### src/shared/tx_slip_pkg.sv
package tx_slip_pkg;

  // ==========================================================================
  // Sizes of the slip buffer.
  localparam int           DATA_W      = 8;
  localparam int           ADDR_W      = 8;
  localparam int           PTR_W       = 6;
  localparam int           CNT_W       = 7;
  localparam int           BUF_BYTES   = 64;
  localparam logic [5:0]   FRAME_PTR   = 6'h20;
  localparam logic [6:0]   FRAME_CNT   = 7'h20;
  localparam logic [6:0]   FULL_CNT    = 7'h40;
  localparam logic [6:0]   CNT_RESET   = 7'h00;
  localparam logic [5:0]   PTR_RESET   = 6'h00;

  // ==========================================================================
  // Register offsets and field positions.
  localparam logic [7:0]   STATUS_OFS  = 8'h08;
  localparam logic [7:0]   ENABLE_OFS  = 8'h09;
  localparam logic [7:0]   CLEAR_OFS   = 8'h0C;
  localparam int           SLIP_BIT    = 5;
  localparam int           UNF_BIT     = 6;
  localparam int           OVF_BIT     = 7;
  localparam int           EVENT_LSB   = 5;
  localparam int           EVENT_N     = 3;
  localparam logic [7:0]   EVENT_MASK  = 8'hE0;
  localparam logic [7:0]   REG_RESET   = 8'h00;

  // ==========================================================================
  // Carriers.
  typedef struct packed {
    logic             valid;
    logic [7:0]       data;
  } byte_strm_t;

  typedef struct packed {
    logic             wr;
    logic             rd;
    logic [7:0]       addr;
    logic [7:0]       wdata;
  } reg_req_t;

endpackage : tx_slip_pkg

### src/design/tx_slip_buffer_interrupt_enable.sv
// The placing of the registers and the strobed register port are this design's own decisions.
`timescale 1ns/100ps

module tx_slip_buffer_interrupt_enable (
  input  wire logic                      sys_clk,
  input  wire logic                      rst,
  input  wire logic                      ce,
  input  wire tx_slip_pkg::reg_req_t     regReq,
  output logic [7:0]                     regRdData,
  input  wire tx_slip_pkg::byte_strm_t   sysByte,
  input  wire logic                      lineRdReq,
  output tx_slip_pkg::byte_strm_t        lineByte,
  output logic                           irqOut
);

  // ==========================================================================
  // Address decoding.
  function automatic logic regHit(input logic [7:0] addr, input logic [7:0] ofs);
    regHit = (addr == ofs);
  endfunction : regHit

  wire        statusRd  = regReq.rd && regHit(regReq.addr, tx_slip_pkg::STATUS_OFS);
  wire        enableRd  = regReq.rd && regHit(regReq.addr, tx_slip_pkg::ENABLE_OFS);
  wire        enableWr  = regReq.wr && regHit(regReq.addr, tx_slip_pkg::ENABLE_OFS);
  wire        clearWr   = regReq.wr && regHit(regReq.addr, tx_slip_pkg::CLEAR_OFS);

  // ==========================================================================
  // Registers and slip buffer.
  logic [7:0]               enable_ff;
  logic [7:0]               status_ff;
  logic [7:0]               regRdData_ff;
  logic                     irq_ff;
  tx_slip_pkg::byte_strm_t  lineByte_ff;
  logic [7:0]               nxt_enable;
  logic [7:0]               nxt_status;
  logic [7:0]               nxt_rdData;
  logic [7:0]               storeByte;
  logic                     frameDrop;
  logic                     frameRepeat;
  logic [2:0]               events;

  tx_slip_store u_store (
    .sys_clk     (sys_clk),
    .rst         (rst),
    .ce          (ce),
    .wrByte      (sysByte),
    .rdReq       (lineRdReq),
    .rdByte      (storeByte),
    .frameDrop   (frameDrop),
    .frameRepeat (frameRepeat)
  );

  // Events in status order: slip, underflow, overflow.
  assign events = {frameDrop, frameRepeat, frameDrop || frameRepeat};

  assign nxt_enable = enableWr ? (regReq.wdata & tx_slip_pkg::EVENT_MASK) : enable_ff;

  // Sticky status: a new event beats a clearing read or write in the same cycle.
  genvar i;
  for (i = 0; i < 8; i++) begin : g_status
    if (i >= tx_slip_pkg::EVENT_LSB && i < tx_slip_pkg::EVENT_LSB + tx_slip_pkg::EVENT_N) begin : g_evt
      assign nxt_status[i] = events[i - tx_slip_pkg::EVENT_LSB] ||
                             (status_ff[i] && !statusRd && !(clearWr && regReq.wdata[i]));
    end else begin : g_rsv
      assign nxt_status[i] = 1'b0;
    end
  end

  assign nxt_rdData = statusRd ? status_ff :
                      enableRd ? enable_ff : tx_slip_pkg::REG_RESET;

  always_ff @(posedge sys_clk or posedge rst) begin
    if (rst) begin
      enable_ff    <= tx_slip_pkg::REG_RESET;
      status_ff    <= tx_slip_pkg::REG_RESET;
      regRdData_ff <= tx_slip_pkg::REG_RESET;
      irq_ff       <= 1'b0;
      lineByte_ff  <= '0;
    end else if (ce) begin
      enable_ff    <= nxt_enable;
      status_ff    <= nxt_status;
      regRdData_ff <= nxt_rdData;
      irq_ff       <= |(nxt_status & nxt_enable);
      lineByte_ff  <= '{valid: lineRdReq, data: storeByte};
    end
  end

  assign regRdData = regRdData_ff;
  assign irqOut    = irq_ff;
  assign lineByte  = lineByte_ff;

  // ==========================================================================
  // Checks.
  chk_overflow_irq_gate: assert property (@(posedge sys_clk) disable iff (rst)
    ce && status_ff[7] && enable_ff[7] && !statusRd && !clearWr && !enableWr |=> irqOut)
    else $error("Enabled overflow status did not raise the interrupt.");

  chk_overflow_status: assert property (@(posedge sys_clk) disable iff (rst)
    ce && sysByte.valid && !lineRdReq && frameDrop |=> status_ff[7] && status_ff[5])
    else $error("Overflow drop did not set status.");

  chk_underflow_irq_gate: assert property (@(posedge sys_clk) disable iff (rst)
    ce && !enableWr && enable_ff[7:5] == 3'h2 |=> irqOut == status_ff[6])
    else $error("Underflow interrupt does not follow its status bit alone.");

  chk_underflow_status: assert property (@(posedge sys_clk) disable iff (rst)
    ce && lineRdReq && frameRepeat |=> status_ff[6] && status_ff[5] && lineByte.valid)
    else $error("Underflow repeat did not set status.");

  chk_slip_irq: assert property (@(posedge sys_clk) disable iff (rst)
    ce && enable_ff[5] && !enableWr && (frameDrop || frameRepeat) |=> irqOut)
    else $error("Slip event did not raise the enabled interrupt.");

  chk_status_sticky: assert property (@(posedge sys_clk) disable iff (rst)
    ce && !statusRd && !clearWr |=> (status_ff & $past(status_ff)) == $past(status_ff))
    else $error("Status bit dropped without a read.");

  chk_status_read_clear: assert property (@(posedge sys_clk) disable iff (rst)
    ce && statusRd && events == 3'h0 |=> status_ff == 8'h00 ##0 regRdData == $past(status_ff))
    else $error("Status read did not return and clear the bits.");

  chk_reserved_zero: assert property (@(posedge sys_clk) disable iff (rst)
    ce && enableRd |=> regRdData[4:0] == 5'h00)
    else $error("Reserved enable bits read nonzero.");

  // ==========================================================================
  // Interrupt gating, register map, clock enable and stream checks.
  chk_irq_level_match: assert property (@(posedge sys_clk) disable iff (rst)
    irqOut == |(status_ff & enable_ff))
    else $error("Interrupt level differs from enabled status.");

  chk_overflow_irq_mask: assert property (@(posedge sys_clk) disable iff (rst)
    ce && !enableWr && enable_ff[7:5] == 3'h4 |=> irqOut == status_ff[7])
    else $error("Overflow interrupt does not follow its status bit alone.");

  chk_slip_irq_mask: assert property (@(posedge sys_clk) disable iff (rst)
    ce && !enableWr && enable_ff[7:5] == 3'h1 |=> irqOut == status_ff[5])
    else $error("Slip interrupt does not follow its status bit alone.");

  chk_irq_low_disabled: assert property (@(posedge sys_clk) disable iff (rst)
    ce && !enableWr && enable_ff[7:5] == 3'h0 |=> !irqOut)
    else $error("Interrupt raised with every enable off.");

  chk_overflow_no_unf: assert property (@(posedge sys_clk) disable iff (rst)
    ce && frameDrop && !status_ff[6] |=> !status_ff[6])
    else $error("Overflow drop set the underflow status.");

  chk_underflow_no_ovf: assert property (@(posedge sys_clk) disable iff (rst)
    ce && frameRepeat && !status_ff[7] |=> !status_ff[7])
    else $error("Underflow repeat set the overflow status.");

  chk_slip_with_event: assert property (@(posedge sys_clk) disable iff (rst)
    ce && (frameDrop || frameRepeat) |=> status_ff[5])
    else $error("Slip event did not set the slip status.");

  chk_status_no_event: assert property (@(posedge sys_clk) disable iff (rst)
    ce && events == 3'h0 |=> (status_ff & ~$past(status_ff)) == 8'h00)
    else $error("Status bit set without a slip event.");

  chk_enable_write: assert property (@(posedge sys_clk) disable iff (rst)
    ce && enableWr |=> enable_ff == ($past(regReq.wdata) & tx_slip_pkg::EVENT_MASK))
    else $error("Enable write did not land as masked.");

  chk_enable_hold: assert property (@(posedge sys_clk) disable iff (rst)
    ce && !enableWr |=> enable_ff == $past(enable_ff))
    else $error("Enable register changed without a write.");

  chk_enable_rsv_zero: assert property (@(posedge sys_clk) disable iff (rst)
    enable_ff[4:0] == 5'h00)
    else $error("Reserved enable bits hold a one.");

  chk_clear_write: assert property (@(posedge sys_clk) disable iff (rst)
    ce && clearWr && events == 3'h0 |=> (status_ff & $past(regReq.wdata)) == 8'h00)
    else $error("Clear write left a status bit set.");

  chk_status_read_data: assert property (@(posedge sys_clk) disable iff (rst)
    ce && statusRd |=> regRdData == $past(status_ff))
    else $error("Status read returned the wrong value.");

  chk_enable_read: assert property (@(posedge sys_clk) disable iff (rst)
    ce && enableRd |=> regRdData == $past(enable_ff))
    else $error("Enable read returned the wrong value.");

  chk_rddata_idle: assert property (@(posedge sys_clk) disable iff (rst)
    ce && !regReq.rd |=> regRdData == 8'h00)
    else $error("Read data nonzero without a read.");

  chk_unmapped_zero: assert property (@(posedge sys_clk) disable iff (rst)
    ce && regReq.rd && !statusRd && !enableRd |=> regRdData == 8'h00)
    else $error("Unmapped read returned nonzero data.");

  chk_line_valid: assert property (@(posedge sys_clk) disable iff (rst)
    ce |=> lineByte.valid == $past(lineRdReq))
    else $error("Line byte valid does not follow the read request.");

  chk_freeze_status: assert property (@(posedge sys_clk) disable iff (rst)
    !ce |=> status_ff == $past(status_ff))
    else $error("Status changed while the clock enable was low.");

  chk_freeze_enable: assert property (@(posedge sys_clk) disable iff (rst)
    !ce |=> enable_ff == $past(enable_ff))
    else $error("Enable changed while the clock enable was low.");

  chk_freeze_irq: assert property (@(posedge sys_clk) disable iff (rst)
    !ce |=> irqOut == $past(irqOut))
    else $error("Interrupt changed while the clock enable was low.");

  chk_freeze_rddata: assert property (@(posedge sys_clk) disable iff (rst)
    !ce |=> regRdData == $past(regRdData))
    else $error("Read data changed while the clock enable was low.");

  chk_freeze_line: assert property (@(posedge sys_clk) disable iff (rst)
    !ce |=> lineByte == $past(lineByte))
    else $error("Line byte changed while the clock enable was low.");

endmodule : tx_slip_buffer_interrupt_enable

### src/design/tx_slip_store.sv
`timescale 1ns/100ps

module tx_slip_store (
  input  wire logic                      sys_clk,
  input  wire logic                      rst,
  input  wire logic                      ce,
  input  wire tx_slip_pkg::byte_strm_t   wrByte,
  input  wire logic                      rdReq,
  output logic [7:0]                     rdByte,
  output logic                           frameDrop,
  output logic                           frameRepeat
);

  // ==========================================================================
  // Storage and pointers.
  logic [7:0] mem [tx_slip_pkg::BUF_BYTES];
  logic [5:0] wrPtr_ff;
  logic [5:0] rdPtr_ff;
  logic [6:0] count_ff;
  logic [5:0] nxt_wrPtr;
  logic [5:0] nxt_rdPtr;
  logic [6:0] nxt_count;
  logic [5:0] rdBase;
  logic [6:0] wrInc;
  logic [6:0] rdDec;
  logic [6:0] dropAmt;
  logic [6:0] repAmt;
  wire        isFull  = (count_ff == tx_slip_pkg::FULL_CNT);
  wire        isEmpty = (count_ff == tx_slip_pkg::CNT_RESET);

  // ==========================================================================
  // Slip decisions and next pointers.
  assign frameDrop   = wrByte.valid && isFull && !rdReq;
  assign frameRepeat = rdReq && isEmpty;
  assign rdBase      = (frameDrop || frameRepeat) ? rdPtr_ff + tx_slip_pkg::FRAME_PTR : rdPtr_ff;
  assign rdByte      = mem[rdBase];
  assign wrInc       = {6'h00, wrByte.valid};
  assign rdDec       = {6'h00, rdReq};
  assign dropAmt     = frameDrop ? tx_slip_pkg::FRAME_CNT : tx_slip_pkg::CNT_RESET;
  assign repAmt      = frameRepeat ? tx_slip_pkg::FRAME_CNT : tx_slip_pkg::CNT_RESET;
  assign nxt_count   = count_ff + wrInc - rdDec - dropAmt + repAmt;
  assign nxt_rdPtr   = rdBase + {5'h00, rdReq};
  assign nxt_wrPtr   = wrPtr_ff + {5'h00, wrByte.valid};

  always_ff @(posedge sys_clk or posedge rst) begin
    if (rst) begin
      wrPtr_ff <= tx_slip_pkg::PTR_RESET;
      rdPtr_ff <= tx_slip_pkg::PTR_RESET;
      count_ff <= tx_slip_pkg::CNT_RESET;
    end else if (ce) begin
      wrPtr_ff <= nxt_wrPtr;
      rdPtr_ff <= nxt_rdPtr;
      count_ff <= nxt_count;
    end
  end

  always_ff @(posedge sys_clk) begin
    if (ce && wrByte.valid) begin
      mem[wrPtr_ff] <= wrByte.data;
    end
  end

  // ==========================================================================
  // Checks.
  chk_drop_frame: assert property (@(posedge sys_clk) disable iff (rst)
    ce && frameDrop |=> count_ff == 7'h21 && rdPtr_ff == $past(rdPtr_ff) + 6'h20)
    else $error("Overflow write did not drop one frame.");

  chk_repeat_frame: assert property (@(posedge sys_clk) disable iff (rst)
    ce && frameRepeat && !wrByte.valid |=> count_ff == 7'h1F && rdPtr_ff == $past(rdPtr_ff) + 6'h21)
    else $error("Underflow read did not repeat one frame.");

  chk_count_bound: assert property (@(posedge sys_clk) disable iff (rst)
    count_ff <= tx_slip_pkg::FULL_CNT)
    else $error("Fill count exceeds two frames.");

endmodule : tx_slip_store

### config.mk
export PLATFORM = sky130hd
export DESIGN_NAME = tx_slip_buffer_interrupt_enable
export DESIGN_NICKNAME = d
export VERILOG_FILES = /design/src/shared/tx_slip_pkg.sv /design/src/design/tx_slip_buffer_interrupt_enable.sv /design/src/design/tx_slip_store.sv
export SDC_FILE = /design/constraint.sdc
export NUM_CORES = 1
export LEC_CHECK = 0
export BUFFER_PORTS_ARGS = -buffer_cell sky130_fd_sc_hd__buf_2
export CORE_ASPECT_RATIO = 1.2
export CORE_MARGIN = 8
export CORE_UTILIZATION = 53
export CTS_BUF_LIST = sky130_fd_sc_hd__clkbuf_2
export CTS_CLUSTER_DIAMETER = 120
export DETAILED_ROUTE_END_ITERATION = 6
export PLACE_DENSITY = 0.67
export SLEW_MARGIN = 20
export SYNTH_ARGS = -nofsm -noshare
export SYNTH_HDL_FRONTEND = slang
export SYNTH_SLANG_ARGS = --single-unit
### constraint.sdc
create_clock -name sys_clk -period 3.7 [get_ports sys_clk]
set_input_delay 0 -clock sys_clk [delete_from_list [all_inputs] [get_ports sys_clk]]
set_output_delay 0 -clock sys_clk [all_outputs]
set_load 0.005 [all_outputs]
# Word-level counts from Yosys, hierarchy flattened
# Memory sizes are Yosys's and may differ from the RTL's. A register that Yosys moved wholly into a read port is not among the register bits.
# Cells that the tools add are included.
# Widths: inputs -> output; s select.
# totals
ff_bits,40
mem_bits_rw,512
output_inout_bits,18
elab_cells,57
mem_count,1
# op_classes
addsub,7
n_eq_ne,4
muxes,8
n_bitwise,1
n_reduce_logical,28
# memory_table
name,words,width,read_ports,rd_ports_with_merged_regs,write_ports,line,text
u_store.mem,64,8,1,1,1,tx_slip_store.sv:16,logic [7:0] mem [tx_slip_pkg::BUF_BYTES];
# ops
operator,count
$eq 8x4->1 const B,3
$mux 8,3
$mux 6,3
$logic_and 1x1->1,17
$add 6x1->6,2
$and 8x8->8,1
$reduce_or 8->1,1
$add 7x1->7,1
$add 7x7->7,1
$eq 7x7->1 const B,1
$logic_not 7->1,1
$sub 7x1->7,1
$sub 7x7->7,1
$add 6x6->6 const B,1
$logic_not 1->1,5
$logic_or 1x1->1,4
$mux 1,2

# Longest topological paths before layout
# Gate-level depths: netlist of run 1.
# depth
depth_word,8
ltp_mapped,13
depth_no_buf,13

# Modules after synthesis
# From an unflattened synthesis of run 1, not the netlist that was laid out.
# hier_totals
cells_unflattened,1132
hier_area_um2,22042.4
# by_module_without_submodules
module,instances,cells_each,area_per_inst_um2,seq_area_each_um2
tx_slip_store,1,1044,21066.5,15850.2
tx_slip_buffer_interrupt_enable,1,88,975.9,475.5

# Worst setup path before layout of run 1
# OpenSTA, ideal clock, no wires.
# synth_timing
kind,register to register
startpoint,register u_store.count_ff[2]
endpoint,register u_store.count_ff[6]
arrival_ns,2.952
t_required_ns,3.580
setup_slack_ns,0.628
path_stages_with_launch,12
path_buffers,0
path_cell_list,dfrtp_1 inv_1 ha_1 or4b_4 a211oi_4 inv_1 ha_1 inv_1 ha_1 and4b_1 or4_1 o211a_1
# synth_between
elab_chain_len,6
# synth_lines
item,line,text
"start, declared",tx_slip_store.sv:19,logic [6:0] count_ff;
"start signal, assigned",tx_slip_store.sv:49,count_ff <= tx_slip_pkg::CNT_RESET;
"start signal, assigned",tx_slip_store.sv:53,count_ff <= nxt_count;
"parallel branches: the longest is 5 deep, another holds $add 7x1->7",--,
$add 7x7->7 *,tx_slip_store.sv:41,assign nxt_count = count_ff + wrInc - rdDec - dropAmt + repAmt;
# Every way passes the cells marked *.
# A chain may end at the register's enable or synchronous reset.

# Worst setup path after layout of run 1
# layout_timing
startpoint,input regReq[17] (netlist name)
endpoint,"register irq_ff, in the netlist irqOut"
# layout_between
elab_chain_len,7
# layout_lines
item,line,text
"start, declared",tx_slip_buffer_interrupt_enable.sv:8,"input wire tx_slip_pkg::reg_req_t regReq,"
$logic_and 1x1->1,tx_slip_buffer_interrupt_enable.sv:25,"wire clearWr = regReq.wr && regHit(regReq.addr, tx_slip_pkg::CLEAR_OFS);"
$logic_and 1x1->1,tx_slip_buffer_interrupt_enable.sv:63,(status_ff[i] && !statusRd && !(clearWr && regReq.wdata[i]));
$logic_not 1->1,tx_slip_buffer_interrupt_enable.sv:63,
$logic_and 1x1->1,tx_slip_buffer_interrupt_enable.sv:63,
$logic_or 1x1->1,tx_slip_buffer_interrupt_enable.sv:62,assign nxt_status[i] = events[i - tx_slip_pkg::EVENT_LSB] ||
$and 8x8->8 *,tx_slip_buffer_interrupt_enable.sv:83,irq_ff <= |(nxt_status & nxt_enable);
$reduce_or 8->1 *,tx_slip_buffer_interrupt_enable.sv:83,
"end signal, assigned",tx_slip_buffer_interrupt_enable.sv:83,
"end, declared",tx_slip_buffer_interrupt_enable.sv:32,logic irq_ff;
# Every way passes the cells marked *; elsewhere a longest branch is shown, timed or not.

==> flow_summary.json, run 1 <==
{
  "die_area_mm2": 0.04888,
  "track_usage_pct": 21.16,
  "drc": 0,
  "grt_overflow": 0,
  "period_needed_ns": 3.161,
  "io_pins": 49,
  "wirelength_um": 50680,
  "setup_violations": 0,
  "fmax_mhz": 316.4,
  "p_leak_nw": 8.714,
  "worst-endpoint-required_ns": 4.69,
  "gp_congestion": 0.8040,
  "hold_class": "in2reg",
  "start_kind": "primary input",
  "clockBufferDepth": 3,
  "ant_nets": 0,
  "row_count": 82,
  "rsz0062_at_grt": "no",
  "synth_cell_type_count": 62,
  "clkSlewWorstSetupHoldPaths_ns": 0.10,
  "power.density_mw_per_mm2": 664.4,
  "synth_edf_count": 512,
  "vias_per_cell": 5.959,
  "ctsHtreeMaxLevel": 4,
  "hold_depth": 2,
  "synth_area_mm2": 0.02228,
  "num-nets-final": 1458,
  "hold_viol": 0,
  "final_common_cell": "edfxtp_1",
  "layout_common_cells": "edfxtp_1, clkbuf_2, mux2i_1",
  "final_max_slew_viol_count": 0,
  "skew_ns": 0.07444,
  "path_class": "in2reg",
  "use_met2_pct": 36.17,
  "worstPathArrival_ns": 4.15,
  "cap_violations": 0,
  "clk_latency_ns": 1.06,
  "portBuffers": 38,
  "yosysWarnings": 0,
  "antenna_found_initial": 1,
  "core_area_mm2": 0.04166,
  "postCtsSetupBuffers": 0,
  "grtUsageMet1_pct": 26.07,
  "root_buffer": "clkbuf_2",
  "dr.pass1.iters": 5,
  "synthArstFlopShare_pct": 6.909,
  "cts_sinks": 550,
  "synth_ff_type": "edfxtp_1",
  "hold_ws_ns": 0.08900,
  "post_cts_resized": 0,
  "area_growth_pct": 12.09,
  "routed-via-count": 12240,
  "start_util_pct": 53.48,
  "end_kind": "flip-flop",
  "busiest_layer": "met2",
  "ys_ff_latch": 550,
  "placed_cell_area_mm2": 0.02320,
  "period_share_pct": 85.43,
  "fin_total_pwr_mw": 16.59,
  "final.setup.tns_ns": 0,
  "drt_iter0_markers": 1018,
  "fp.dieW_um": 203.2,
  "wire_per_inst_um": 24.67,
  "layout-drive-gt1-share_pct": 27.21,
  "status": "finished, final reports clean",
  "syn_inst": 1207,
  "yosysSeqAreaShare_pct": 73.28,
  "place_hpwl_um": 30140,
  "cts_buffers": 134,
  "peakVddDrop_uv": 378.1,
  "maxSlewHeadroom_pct": 32.42,
  "met3_usage_pct": 5.089,
  "reg2reg_depth": 8,
  "grt_max_degree": 65,
  "grt_pass1_wl_um": 76500,
  "grt_pass1_vias": 12720,
  "cts_tree": "built",
  "max_slew.worst_pin.slew_ns": 1.014,
  "postSynthAreaPerCell_um2": 18.46,
  "finish.instance_area_mm2": 0.02497,
  "die_h_um": 240.6,
  "crit_fanout": 3
}
synth_stat cells (all sizes together), types with 2 or more instances:
master   number  area (um^2)
clkbuf       37        138.9
nor2         80        300.3
mux2i       116         1161
a32oi         5        43.79
nand2b        5        31.28
nor4          2        12.51
nand3b        3        22.52
nor2b         4        25.02
or4           4        30.03
nand2        31        116.4
ha           14        175.2
edfxtp      512        15370
inv          21        78.83
dfrtp        38        950.9
nor3          3        15.01
or4b          7        73.82
buf          38        289.0
mux4         82         1847
xnor2        10        95.10
o41ai         2        17.52
or3b          2        17.52
or2           2        12.52
and2          2        12.51
a21oi         6        30.03
o21ai        35        175.2
nand3        10        50.05
xor2          3        26.28
a221oi       49        429.2
mux2         13        146.4
a211oi       10        87.58
nand4         5        31.28
or3           2        12.51
a22oi        23        172.7
a2111oi      13        116.4
power by group:
part / switching, mW / leakage, nW / internal [mW]
clock: 2.27 / 0.966 / 1.80
sequential: 0.252 / 5.07 / 7.06
combinational: 2.97 / 2.68 / 2.25
repair_timing:
item	in CTS	in global routing
setup endpoints to repair	0	1
endpoints found under the hold margin	588	0
hold buffers	52	0
metrics by stage:
stage | worst slack (ns) | utilization (%) | instances
2_1_floorplan | 0.6281 | - | 1211
3_3_place_gp | 0.6838 | 55.70 | 1771
3_5_place_dp | 0.6395 | 55.70 | 1771
4_1_cts | 0.2961 | 59.96 | 2054
5_1_grt | 0.4409 | 59.95 | 2054
6_report | 0.5392 | 59.95 | 2054
sequential cells by signal, indices dropped and copies added, names as in the netlist:
signal and flops:
enable_ff 3, irqOut 1, lineByte 9, regRdData 3
status_ff 3, u_store.count_ff 7, u_store.mem 512, u_store.rdPtr_ff 6
u_store.wrPtr_ff 6
critical path, cell delays in order:
cell	delay, ns
dlygate4sd3_1	0.55
buf_2	0.14
dlygate4sd3_1	0.60
nand3_1	0.11
dlygate4sd3_1	0.56
nand2_1	0.06
dlygate4sd3_1	0.55
a21oi_1	0.18
o21ai_0	0.10
dlygate4sd3_1	0.56
a41oi_1	0.17
dlygate4sd3_1	0.56
final cells by class:
type	instances	area [um^2]
Antenna cell	1	2.502
Clock buffer	204	1021
Clock inverter	27	234.0
Fill cell	3121	16680
Inverter	22	82.58
Multi-Input combinational cell	564	5466
Sequential cell	550	16330
Tap cell	546	683.2
Timing Repair Buffer	140	1149
metal layers:
layer | part of all wire [%] | vias to the layer above
met3 | 6.9 | 87
met5 | 0 | -
met4 | 2.3 | 0
li1 | - | 5402
met1 | 39 | 6270
met2 | 52 | 480
logic make-up after synthesis:
kind of cell | count (synthesis) | synth area share, %
other | 1 | 0.01683
XOR/XNOR | 13 | 0.5449
flip-flops | 550 | 73.28
buffers and inverters | 97 | 2.291
adder cells (fa/ha/maj) | 15 | 0.8762
AND/OR/NAND/NOR | 165 | 3.533
multiplexers | 211 | 14.16
AO/OA/AOI/OAI | 155 | 5.296
final timing paths:
path,startpoint,endpoint,slack [ns]
min in group asynchronous,rst,lineByte[0],0.20
worst max register to register,u_store.count_ff[2],irqOut,0.59
worst min-delay path,sysByte[6],u_store.mem[32][6],0.09
max in group asynchronous,rst,u_store.rdPtr_ff[0],3.10
worst min register to register,regRdData[7],regRdData[7],0.53
worst max-delay path,regReq[17],irqOut,0.54
(Power assumes the default switching activity.)
==> inputs of run 2 (changes only) <==
- MAX_ROUTING_LAYER: default -> met4
==> flow_summary.json, run 2 (synthesized netlist as in run 1, its figures left out) <==
{
  "largest_reg_flops": 512,
  "area_growth_pct": 12.13,
  "power.density_mw_per_mm2": 665.1,
  "grt_pass1_vias": 12660,
  "period_share_pct": 99.34,
  "post_cts_resized": 0,
  "portBuffers": 38,
  "crit_fanout": 3,
  "wire_per_inst_um": 24.76,
  "hold_viol": 0,
  "postCtsSetupBuffers": 0,
  "ant_nets": 0,
  "layout-drive-gt1-share_pct": 27.19,
  "finish.instance_area_mm2": 0.02498,
  "cpMostUsedCell": "dlygate4sd3_1",
  "path_class": "in2reg",
  "final_util_pct": 59.97,
  "io_pins": 49,
  "worst-endpoint-required_ns": 4.69,
  "ctsHtreeMaxLevel": 4,
  "track_usage_pct": 21.82,
  "final_max_slew_viol_count": 0,
  "core_area_mm2": 0.04166,
  "place_hpwl_um": 30140,
  "wirelength_um": 50890,
  "routed-via-count": 12240,
  "clk_latency_ns": 1.07,
  "cp_cell_sequence": "dlygate4sd3_1, buf_2, dlygate4sd3_1, nand3_1, dlygate4sd3_1, nand2_1, dlygate4sd3_1, a21oi_1, dlygate4sd3_1, o21ai_0, dlygate4sd3_1, a41oi_1, dlygate4sd3_1",
  "max_slew.worst_pin.slew_ns": 1.004,
  "cap_violations": 0,
  "setup_violations": 0,
  "end_kind": "flip-flop",
  "die_area_mm2": 0.04888,
  "fin_total_pwr_mw": 16.62,
  "root_buffer": "clkbuf_2",
  "cts_buffers": 134,
  "slowest_delay_ns": 0.60,
  "grt_overflow": 0,
  "worstPathArrival_ns": 4.67,
  "peakVddDrop_uv": 378.8,
  "period_needed_ns": 3.676,
  "fp.dieW_um": 203.2,
  "hold_class": "in2reg",
  "regMostFlops": "u_store.mem",
  "drc": 0,
  "fmax_mhz": 272.1,
  "gp_congestion": 0.8143,
  "clockBufferDepth": 3,
  "placed_cell_area_mm2": 0.02320,
  "layout_common_cells": "edfxtp_1, clkbuf_2, mux2i_1",
  "start_util_pct": 53.48,
  "vias_per_cell": 5.956,
  "cts_sinks": 550,
  "die_h_um": 240.6,
  "status": "finished, final reports clean",
  "cp_top_family": "buffers and inverters",
  "final_common_cell": "edfxtp_1",
  "dr.pass1.iters": 6,
  "rsz0062_at_grt": "no",
  "final.setup.tns_ns": 0,
  "start_kind": "primary input",
  "drt_iter0_markers": 1008,
  "skew_ns": 0.07894,
  "worst-path-buf-inv": 8,
  "p_leak_nw": 8.721,
  "maxSlewHeadroom_pct": 33.04,
  "row_count": 82,
  "grt_pass1_wl_um": 76500,
  "grt_max_degree": 65,
  "cts_tree": "built",
  "crit_path_top_delay_cell": "dlygate4sd3_1",
  "num-nets-final": 1459,
  "antenna_found_initial": 1,
  "clkSlewWorstSetupHoldPaths_ns": 0.09
}
run 2: cell types whose count changed in the layout (fill, tap and decap cells not counted), sizes merged:
cell	previous run	this run
dlygate4sd3	51	52
run 2: path summary, 6_finish.rpt:
check / slack [ns] / startpoint / to / depth (start not counted)
setup reg to reg: 0.60 / u_store.count_ff[2] / irqOut / 8
setup / recovery: 0.02 / regReq[17] / irqOut / 13
max in group asynchronous: 3.12 / rst / u_store.rdPtr_ff[0] / 5
min in group asynchronous: 0.18 / rst / lineByte[0] / 5
hold / removal: 0.08 / sysByte[6] / u_store.mem[32][6] / 2
hold reg to reg: 0.54 / regRdData[7] / regRdData[7] / 2
run 2: stage by stage:
stage                     hold slack (ns)  instances  setup WS, ns
final                             0.08112       2055       0.02435
after global routing             0.002158       2055       0.03824
after CTS                         0.02459       2054        0.2961
after detailed placement           0.1523       1771        0.6395
after global placement             0.1498       1771        0.6838
after floorplan                   0.09887       1211        0.6281
run 2: routing by layer:
| metal | vias to the layer above | track usage, % | part of all wire (%) |
|---|---|---|---|
| li1 | 5397 | - | - |
| met1 | 6249 | 26.16 | 39 |
| met2 | 501 | 36.43 | 52 |
| met3 | 93 | 4.780 | 6.9 |
| met4 | 0 | 7.743 | 2.2 |
| met5 | - | - | 0 |
run 2: layout make-up:
type                            count  area (um^2)
Inverter                           22        82.58
Clock buffer                      204         1021
Clock inverter                     27        234.0
Antenna cell                        1        2.502
Multi-Input combinational cell    564         5466
Timing Repair Buffer              141         1159
Fill cell                        3122        16670
Sequential cell                   550        16330
Tap cell                          546        683.2
run 2: repair_timing:
| action | in CTS | in global routing |
|---|---|---|
| hold buffers | 52 | 0 |
| endpoints found under the setup margin | 0 | 0 |
| hold endpoints to repair | 588 | 0 |
run 2: power by group:
group	total (mW)	leakage (nW)	internal (mW)	switching [mW]
combinational	5.23	2.68	2.26	2.97
sequential	7.31	5.07	7.06	0.254
clock	4.08	0.966	1.79	2.28
